--- config.mk ---
export PLATFORM = sky130hd
export DESIGN_NAME = dlp_limit_stop
export DESIGN_NICKNAME = d
export VERILOG_FILES = /design/src/logic/dlp_pkg.sv /design/src/logic/dlp_limit_stop.sv
export SDC_FILE = /design/constraint.sdc
export NUM_CORES = 1
export LEC_CHECK = 0
export ABC_AREA = 1
export BUFFER_PORTS_ARGS = -buffer_cell sky130_fd_sc_hd__buf_4
export CAP_MARGIN = 20
export CORE_ASPECT_RATIO = 2
export CORE_UTILIZATION = 48
export DETAILED_ROUTE_END_ITERATION = 10
export GPL_TIMING_DRIVEN = 0
export HOLD_SLACK_MARGIN = 0.12
export PLACE_DENSITY_LB_ADDON = 0.05
export SYNTH_ARGS = -nofsm -noshare
export SYNTH_HDL_FRONTEND = slang
export SYNTH_SLANG_ARGS = --single-unit
--- constraint.sdc ---
create_clock -name ref_clk -period 3.46 [get_ports ref_clk]
set_input_delay 0.346 -clock ref_clk [delete_from_list [all_inputs] [get_ports ref_clk]]
set_output_delay 0.346 -clock ref_clk [all_outputs]
set_load 0.1 [all_outputs]
--- src/logic/dlp_pkg.sv ---
package dlp_pkg;

  // Limit input selection codes.
  localparam logic [1:0] SEL_STOP_ONLY = 2'h0;
  localparam logic [1:0] SEL_DISABLED = 2'h1;
  localparam logic [1:0] SEL_ALARM_ANY = 2'h2;
  localparam logic [1:0] SEL_RESET = 2'h1;

  // Limit stop-method codes.
  localparam logic [1:0] STOP_DYN_BRAKE = 2'h0;
  localparam logic [1:0] STOP_ZERO_TORQUE = 2'h1;
  localparam logic [1:0] STOP_IMMEDIATE = 2'h2;
  localparam logic [1:0] STOP_RESET = 2'h0;

  // Alarm number of the drive-prohibition error.
  localparam logic [7:0] ALARM_DRIVE_PROHIBIT = 8'h26;

  // Speed at or below which deceleration counts as finished, in r/min.
  localparam int STOP_SPEED_RPM = 30;
  localparam logic [15:0] STOP_SPEED = 16'(STOP_SPEED_RPM);

  localparam int TORQUE_W = 16;
  localparam int SPEED_W = 16;

  typedef enum logic [1:0] {
    DLP_RUN,
    DLP_DECEL,
    DLP_STOPPED
  } dlp_state_t;

  // Torque shaping commands sent to the current loop.
  typedef struct packed {
    logic dyn_brake;
    logic zero_torque_fwd;
    logic zero_torque_rev;
    logic torque_limit_en;
    logic [TORQUE_W-1:0] torque_limit;
  } dlp_drive_cmd_t;

  // Status seen by the host controller.
  typedef struct packed {
    logic fwd_prohibit;
    logic rev_prohibit;
    logic decelerating;
    logic stopped;
    logic alarm;
    logic [7:0] alarm_code;
  } dlp_status_t;

endpackage
--- src/logic/dlp_limit_stop.sv ---
`timescale 1ns/1ps
// Functional notes
// - Selection 1 ignores both limit inputs and never prohibits motion.
// - Selections 0 and 2 monitor both the forward and the reverse limit inputs.
// - With selection 0 a closed forward input is normal and an open one blocks forward motion only.
// - With selection 0 a closed reverse input is normal and an open one blocks reverse motion only.
// - With selection 0 a prohibiting input starts the stop sequence chosen by the stop method.
// - With selection 0 both inputs open together raise alarm 38.
// - With selection 2 either input open raises alarm 38.
// - Stop method 0 brakes dynamically while decelerating, then zero torque that way, error counter held.
// - Stop method 1 gives zero torque that way while decelerating and after, error counter held.
// - Stop method 2 stops immediately then zero torque that way, clearing the error counter throughout.
// - Stop method 2 limits torque during deceleration to the immediate-stop torque value.
// - Deceleration lasts until speed is 30 r/min or less, after which after-stop behaviour holds.
module dlp_limit_stop (
  input wire logic ref_clk,
  input wire logic rst_b,
  input wire logic fwd_limit_in,
  input wire logic rev_limit_in,
  input wire logic [1:0] limit_input_select,
  input wire logic [1:0] limit_stop_method,
  input wire logic [dlp_pkg::TORQUE_W-1:0] immediate_stop_torque,
  input wire logic [dlp_pkg::SPEED_W-1:0] motor_speed_abs,
  output dlp_pkg::dlp_drive_cmd_t drive_cmd,
  output logic err_counter_clear,
  output logic err_counter_hold,
  output dlp_pkg::dlp_status_t status
);

  ////////////////////////////////////////////////////////////////////////////
  // Input synchronisers. A high input means the switch contact is closed.

  logic [1:0] limit_raw;
  logic [1:0] limit_closed;

  assign limit_raw = {rev_limit_in, fwd_limit_in};

  // Channel 0 is the forward input and channel 1 the reverse input.
  for (genvar ch = 0; ch < 2; ch++) begin : g_sync
    logic [1:0] sync_q;

    // Only the second stage is read downstream, so a metastable first stage never fans out.
    always_ff @(posedge ref_clk or negedge rst_b) begin
      if (!rst_b) begin
        sync_q <= 2'h3;
      end else begin
        sync_q <= {sync_q[0], limit_raw[ch]};
      end
    end

    assign limit_closed[ch] = sync_q[1];
  end

  ////////////////////////////////////////////////////////////////////////////
  // Prohibition and alarm decode.

  logic monitor_en;
  logic fwd_open;
  logic rev_open;
  logic fwd_block;
  logic rev_block;
  logic alarm_now;

  // Reset values assume closed switches so nothing trips before the first samples land.
  assign monitor_en = (limit_input_select == dlp_pkg::SEL_STOP_ONLY) ||
                      (limit_input_select == dlp_pkg::SEL_ALARM_ANY);
  logic [1:0] limit_open;
  logic [1:0] limit_block;
  logic stop_only;

  assign stop_only = limit_input_select == dlp_pkg::SEL_STOP_ONLY;

  // An open input blocks only its own direction, so the axis can back off the switch unless both inputs are open.
  for (genvar ch = 0; ch < 2; ch++) begin : g_block
    assign limit_open[ch] = monitor_en && !limit_closed[ch];
    assign limit_block[ch] = limit_open[ch] && stop_only;
  end

  assign fwd_open = limit_open[0];
  assign rev_open = limit_open[1];
  assign fwd_block = limit_block[0];
  assign rev_block = limit_block[1];
  assign alarm_now = ((limit_input_select == dlp_pkg::SEL_STOP_ONLY) && fwd_open && rev_open) ||
                     ((limit_input_select == dlp_pkg::SEL_ALARM_ANY) && (fwd_open || rev_open));

  ////////////////////////////////////////////////////////////////////////////
  // Stop sequence.

  dlp_pkg::dlp_state_t state_q;
  dlp_pkg::dlp_state_t state_d;
  logic slow;
  logic any_block;

  assign slow = motor_speed_abs <= dlp_pkg::STOP_SPEED;
  assign any_block = fwd_block || rev_block;

  always_comb begin
    state_d = state_q;
    unique case (state_q)
      dlp_pkg::DLP_RUN: begin
        if (any_block) begin
          state_d = slow ? dlp_pkg::DLP_STOPPED : dlp_pkg::DLP_DECEL;
        end
      end
      dlp_pkg::DLP_DECEL: begin
        if (!any_block) begin
          state_d = dlp_pkg::DLP_RUN;
        end else if (slow) begin
          state_d = dlp_pkg::DLP_STOPPED;
        end
      end
      dlp_pkg::DLP_STOPPED: begin
        // Speed rising again does not re-enter deceleration.
        if (!any_block) begin
          state_d = dlp_pkg::DLP_RUN;
        end
      end
    endcase
  end

  always_ff @(posedge ref_clk or negedge rst_b) begin
    if (!rst_b) begin
      state_q <= dlp_pkg::DLP_RUN;
    end else begin
      state_q <= state_d;
    end
  end

  ////////////////////////////////////////////////////////////////////////////
  // Drive commands, registered.

  dlp_pkg::dlp_drive_cmd_t cmd_d;
  logic clear_d;
  logic hold_d;
  logic decel;
  logic stopped;

  assign decel = state_q == dlp_pkg::DLP_DECEL;
  assign stopped = state_q == dlp_pkg::DLP_STOPPED;

  always_comb begin
    cmd_d = '0;
    clear_d = 1'b0;
    hold_d = 1'b0;
    if (decel || stopped) begin
      unique case (limit_stop_method)
        dlp_pkg::STOP_DYN_BRAKE: begin
          cmd_d.dyn_brake = decel;
          cmd_d.zero_torque_fwd = stopped && fwd_block;
          cmd_d.zero_torque_rev = stopped && rev_block;
          hold_d = 1'b1;
        end
        dlp_pkg::STOP_ZERO_TORQUE: begin
          cmd_d.zero_torque_fwd = fwd_block;
          cmd_d.zero_torque_rev = rev_block;
          hold_d = 1'b1;
        end
        dlp_pkg::STOP_IMMEDIATE: begin
          // Immediate stop keeps the servo loop active with a capped torque.
          cmd_d.torque_limit_en = decel;
          cmd_d.torque_limit = decel ? immediate_stop_torque : '0;
          cmd_d.zero_torque_fwd = stopped && fwd_block;
          cmd_d.zero_torque_rev = stopped && rev_block;
          clear_d = 1'b1;
        end
        default: begin
          // Code 3 is out of range; fall back to plain zero torque and hold.
          cmd_d.zero_torque_fwd = fwd_block;
          cmd_d.zero_torque_rev = rev_block;
          hold_d = 1'b1;
        end
      endcase
    end
  end

  ////////////////////////////////////////////////////////////////////////////
  // Drive command registers, one for each concern.
  // Every field leaves a flop of its own, so the current loop never sees a decode glitch.

  logic dyn_brake_q;
  logic [1:0] zero_torque_q;
  logic torque_limit_en_q;
  logic [dlp_pkg::TORQUE_W-1:0] torque_limit_q;
  logic err_clear_q;
  logic err_hold_q;

  always_ff @(posedge ref_clk or negedge rst_b) begin
    if (!rst_b) begin
      dyn_brake_q <= 1'b0;
    end else begin
      dyn_brake_q <= cmd_d.dyn_brake;
    end
  end

  always_ff @(posedge ref_clk or negedge rst_b) begin
    if (!rst_b) begin
      zero_torque_q <= 2'h0;
    end else begin
      zero_torque_q <= {cmd_d.zero_torque_rev, cmd_d.zero_torque_fwd};
    end
  end

  always_ff @(posedge ref_clk or negedge rst_b) begin
    if (!rst_b) begin
      torque_limit_en_q <= 1'b0;
    end else begin
      torque_limit_en_q <= cmd_d.torque_limit_en;
    end
  end

  always_ff @(posedge ref_clk or negedge rst_b) begin
    if (!rst_b) begin
      torque_limit_q <= '0;
    end else begin
      torque_limit_q <= cmd_d.torque_limit;
    end
  end

  always_ff @(posedge ref_clk or negedge rst_b) begin
    if (!rst_b) begin
      err_clear_q <= 1'b0;
    end else begin
      err_clear_q <= clear_d;
    end
  end

  always_ff @(posedge ref_clk or negedge rst_b) begin
    if (!rst_b) begin
      err_hold_q <= 1'b0;
    end else begin
      err_hold_q <= hold_d;
    end
  end

  assign drive_cmd = '{dyn_brake: dyn_brake_q, zero_torque_fwd: zero_torque_q[0], zero_torque_rev: zero_torque_q[1],
                       torque_limit_en: torque_limit_en_q, torque_limit: torque_limit_q};
  assign err_counter_clear = err_clear_q;
  assign err_counter_hold = err_hold_q;

  ////////////////////////////////////////////////////////////////////////////
  // Status registers. The alarm follows the inputs; latching is the alarm block's job.

  logic fwd_prohibit_q;
  logic rev_prohibit_q;
  logic decel_q;
  logic stopped_q;
  logic alarm_q;
  logic [7:0] alarm_code_q;

  always_ff @(posedge ref_clk or negedge rst_b) begin
    if (!rst_b) begin
      fwd_prohibit_q <= 1'b0;
    end else begin
      fwd_prohibit_q <= fwd_block;
    end
  end

  always_ff @(posedge ref_clk or negedge rst_b) begin
    if (!rst_b) begin
      rev_prohibit_q <= 1'b0;
    end else begin
      rev_prohibit_q <= rev_block;
    end
  end

  always_ff @(posedge ref_clk or negedge rst_b) begin
    if (!rst_b) begin
      decel_q <= 1'b0;
    end else begin
      decel_q <= decel;
    end
  end

  always_ff @(posedge ref_clk or negedge rst_b) begin
    if (!rst_b) begin
      stopped_q <= 1'b0;
    end else begin
      stopped_q <= stopped;
    end
  end

  always_ff @(posedge ref_clk or negedge rst_b) begin
    if (!rst_b) begin
      alarm_q <= 1'b0;
    end else begin
      alarm_q <= alarm_now;
    end
  end

  always_ff @(posedge ref_clk or negedge rst_b) begin
    if (!rst_b) begin
      alarm_code_q <= 8'h00;
    end else begin
      alarm_code_q <= alarm_now ? dlp_pkg::ALARM_DRIVE_PROHIBIT : 8'h00;
    end
  end

  assign status = '{fwd_prohibit: fwd_prohibit_q, rev_prohibit: rev_prohibit_q, decelerating: decel_q,
                    stopped: stopped_q, alarm: alarm_q, alarm_code: alarm_code_q};

endmodule

==> results.txt <==
The first TritonRoute pass finished after 2 iterations. The count of antenna-violating nets left after detailed routing came out at 0. The timing-limited maximum frequency is 0.705 GHz.

After detailed routing, the number of vias per cell comes to 4.43. The highest net fanout along the worst path is 4. The die is 41.2 µm wide. The area of the die came out at 3310 µm². The multiplexer area fraction after synthesis is 0%.

Summed over all layers, the global routing overflow is 0. The final count of pins violating max slew came out at 0. IR analysis of the VDD net gives a maximum drop of 0.358 mV. Timing analysis after detailed placement gives a worst setup slack of a little over 2 ns. The signal on the critical path passes through buf_4, buf_4.

The share of synthesized area in the top cell type comes to 49.2%. Counting flops with a built-in enable in the synthesized netlist gives 0. After floorplanning, the core was divided into 28 placement rows. The number of global-route vias before repair is about 1.3k.

The total leakage power came out at between 1 and 1.5 nW. The y dimension of the die is around 80 µm. The tree is rooted in a sky130_fd_sc_hd__clkbuf_8.

The Yosys step of the flow raised 0 warnings. After detailed routing, the number of remaining DRC violations is 0. By count the netlist is led by sky130_fd_sc_hd__inv_1, sky130_fd_sc_hd__nor2_1, sky130_fd_sc_hd__dfrtp_1, sky130_fd_sc_hd__nand2_1, sky130_fd_sc_hd__buf_4. The global-route wire length before repair is ~4600 µm. The filler cell count in the final layout is 243. The final cycle utilization of the critical path came out at 41.0%. The total half-perimeter wirelength after legalization and detailed placement is roughly 2300 µm. The final count of hold timing violations was 0. Summing all multi-input logic gate instances after layout gives 384 µm².

Summed over all failing endpoints, the final setup total negative slack is 0 ns. Counting flops with an async set or reset pin after synthesis yields a share of 100%. The total global routing track utilization is 20.7%. Setup repair after global routing left no endpoint under its margin. In the final routed layout, each cell accounts on average for 10.4 µm.

The routing usage on met2 came out at 38.0%. The clock skew is 0.00284 ns. The largest net degree at the start of global routing is 34. sky130_fd_sc_hd__inv_1 is the most common cell in the netlist. The final RePlAce weighted congestion is 0.677. In this design, the stage delay of the slowest critical-path cell is 0.38 ns.

The number of endpoints failing setup at the final stage is 0. The share of the Yosys chip area taken by registers is 56.4%. Clock tree synthesis inserted a total of 5 buffers. By instance count, the cell type seen most on the critical path is sky130_fd_sc_hd__buf_4. In the synthesized netlist the dominant register cell turns out to be sky130_fd_sc_hd__dfrtp_1. The largest buffer count on any clock path came out at 2. The area growth from synthesis to layout came out at 46.3%. The number of port buffers came out at around 70. The met3 track demand over resource in global routing came out at ~7.2%.

The data required time of the critical path came out at between 3 and 4 ns. The post-synthesis cell type count came out at 20. The number of antenna diodes in the final layout is 0. The kind of start point of the critical path is a flip-flop. After global routing, the most crowded layer is met2. The setup slack of the critical path after layout came out at a little over 2 ns. The initial antenna violation count came out at 0. The worst hold-check slack is 0.165 ns. The simple logic cell fraction of the synthesized area is 21.5%. sky130_fd_sc_hd__dfrtp_1 takes more of the synthesized area than any other cell. The dominant combinational cell family by area after synthesis is simple AND/OR/NAND/NOR gates. The clock sink count is 33. The clock-pin transition on the worst setup and hold timing paths came out at 0.06 ns. The finished layout holds roughly 280 standard cells, fillers aside. The sequential cell area is a little over 800 µm². The flow ran to the end, and the final reports show no timing, DRC or antenna violations.

The number of standard cells after synthesis is 167. The synthesized netlist occupies a cell area of 1470 µm². Once placement completed, the tool counted placed cells totaling 270. The type of the most critical hold path is in2reg. After Yosys synthesis, full adders, half adders and majority gates account for ~2.5% of the synthesized area. The quantity of gates resized following cts is 0. The fraction of final layout cells with drive strength greater than 1 came out at 42.2%. The number of DRC markers in iteration 0 is 2. The final critical path time including I/O delays and setup is 1.42 ns. The sum of routed wire length over all layers came out at 2910 µm. The core region area came out at 2940 µm². The worst-path cell with the longest stage delay is sky130_fd_sc_hd__dfrtp_1. The power density over cell area is 615 nW/µm². The kind of critical path is reg2out. Synthesis inferred 33 register bits. The number of H-tree levels came out at 2.

The routed layout has 1235 vias. TritonCTS built the clock tree. In the post-synthesis netlist, the biggest area contributors are sky130_fd_sc_hd__dfrtp_1, sky130_fd_sc_hd__inv_1, sky130_fd_sc_hd__nor2_1, sky130_fd_sc_hd__buf_4, sky130_fd_sc_hd__dfstp_2. For this run, global-route usage on met1 was measured as 16.7%. The compound-cell area share of the yosys netlist is 0.764%. For the worst setup path, the data arrival time is roughly 1.1 ns. STA classifies the critical path endpoint as a primary output. The insertion delay of the later-clocked pin in the worst-skew pair is 0.28 ns. The count of pins on the block boundary is 75.

The parity-gate share of the synthesized area counting xor and xnor cells came out at 0%. The starting utilization of the core area came out at 50.1%. The layout net count is 291.

In this run the mean area of a mapped cell was 8.83 µm². Across the run, the number of max-cap violations was 0.
==> cell usage in the layout, fill, tap and decap left out <==
master / synthesis / layout
sky130_fd_sc_hd__nand2_1: 23 / 23
sky130_fd_sc_hd__nor2_2: 1 / 1
sky130_fd_sc_hd__ha_1: 3 / 3
sky130_fd_sc_hd__dfrtp_1: 29 / 29
sky130_fd_sc_hd__nor2_4: 2 / 2
sky130_fd_sc_hd__buf_6: 1 / 1
sky130_fd_sc_hd__clkbuf_8: 0 / 7
sky130_fd_sc_hd__clkinv_2: 0 / 1
sky130_fd_sc_hd__or2_1: 1 / 1
sky130_fd_sc_hd__buf_4: 15 / 84
sky130_fd_sc_hd__inv_1: 38 / 38
sky130_fd_sc_hd__nand3_2: 1 / 1
sky130_fd_sc_hd__nand3b_1: 1 / 1
sky130_fd_sc_hd__o21ai_0: 1 / 1
sky130_fd_sc_hd__conb_1: 1 / 5
sky130_fd_sc_hd__nor3_1: 2 / 2
sky130_fd_sc_hd__nand2_2: 2 / 2
sky130_fd_sc_hd__nor2_1: 32 / 32
sky130_fd_sc_hd__inv_2: 2 / 2
sky130_fd_sc_hd__dlygate4sd3_1: 0 / 1
sky130_fd_sc_hd__nand3_1: 7 / 7
sky130_fd_sc_hd__dfstp_2: 4 / 4
sky130_fd_sc_hd__o22ai_1: 1 / 1
==> metal layers <==
metal  up-vias  part of all wire [%]
met5         -                     0
met2        48                    60
met1       562                    30
li1        616                     -
met4         0                   2.9
met3         9                   6.8
==> power by group <==
group | switching (W) | total (W) | internal (W)
Clock | 0.000133 | 0.000312 | 0.000180
Combinational | 0.000426 | 0.000567 | 0.000141
Sequential | 0.0000154 | 0.000446 | 0.000431
Total | 0.000574 | 0.00133 | 0.000751
==> registers in the layout (all words and copies together) (netlist names) <==
signal             count
g_sync.sync_q          4
alarm_code_q           1
dyn_brake_q            1
decel_q                1
torque_limit_en_q      1
torque_limit_q        16
state_q                2
stopped_q              1
rev_prohibit_q         1
err_counter_clear      1
zero_torque_q          2
fwd_prohibit_q         1
err_counter_hold       1
==> logic make-up (layout without fill, tap and decap cells) <==
logic type,Yosys count,count (layout)
other,1,5
AND/OR/NAND/NOR,72,72
flip-flops,33,33
buffers and inverters,56,134
AO/OA/AOI/OAI,2,2
adder cells (fa/ha/maj),3,3
==> repair_timing <==
action	4_1_cts	5_1_grt
hold buffers	1	0
setup buffers	0	0
endpoints found under the hold margin	29	0
==> area by class of cell <==
type,count,area share (%)
flip-flops and latches,33,38.5
repair buffers,70,24.5
multi-input cells,82,17.8
inverters,40,6.96
plain buffers,16,5.75
clock buffers,7,4.47
well taps,30,1.74
clock inverters,1,0.232
==> worst max-delay path: cells and delay by family, from the launching register on <==
kind	cells	cell delay (ns)
buf+inv	2	0.41
flops	1	0.38
==> through the flow <==
stage	area, µm²	util, %	power [W]
after floorplan	1490	-	0.000885
after global placement	2040	69.5	0.00101
after detailed placement	2040	69.5	0.00102
after CTS	2160	73.3	0.00134
after global routing	2160	73.3	0.00139
final	2160	73.3	0.00133
==> worst paths after layout <==
kind / startpoint / endpoint / slack, ns / depth (start not counted)
setup / recovery: alarm_code_q[2] / status[5] / 2.04 / 2
hold / removal: rev_limit_in / g_sync[1].sync_q[0] / 0.17 / 1
setup reg to reg: state_q[1] / torque_limit_q[13] / 2.05 / 7
hold reg to reg: g_sync[0].sync_q[0] / g_sync[0].sync_q[1] / 0.36 / 0
max in group asynchronous: rst_b / g_sync[0].sync_q[1] / 2.60 / 2
min in group asynchronous: rst_b / torque_limit_q[11] / 0.53 / 2
Power figures use the tool's default switching activity.
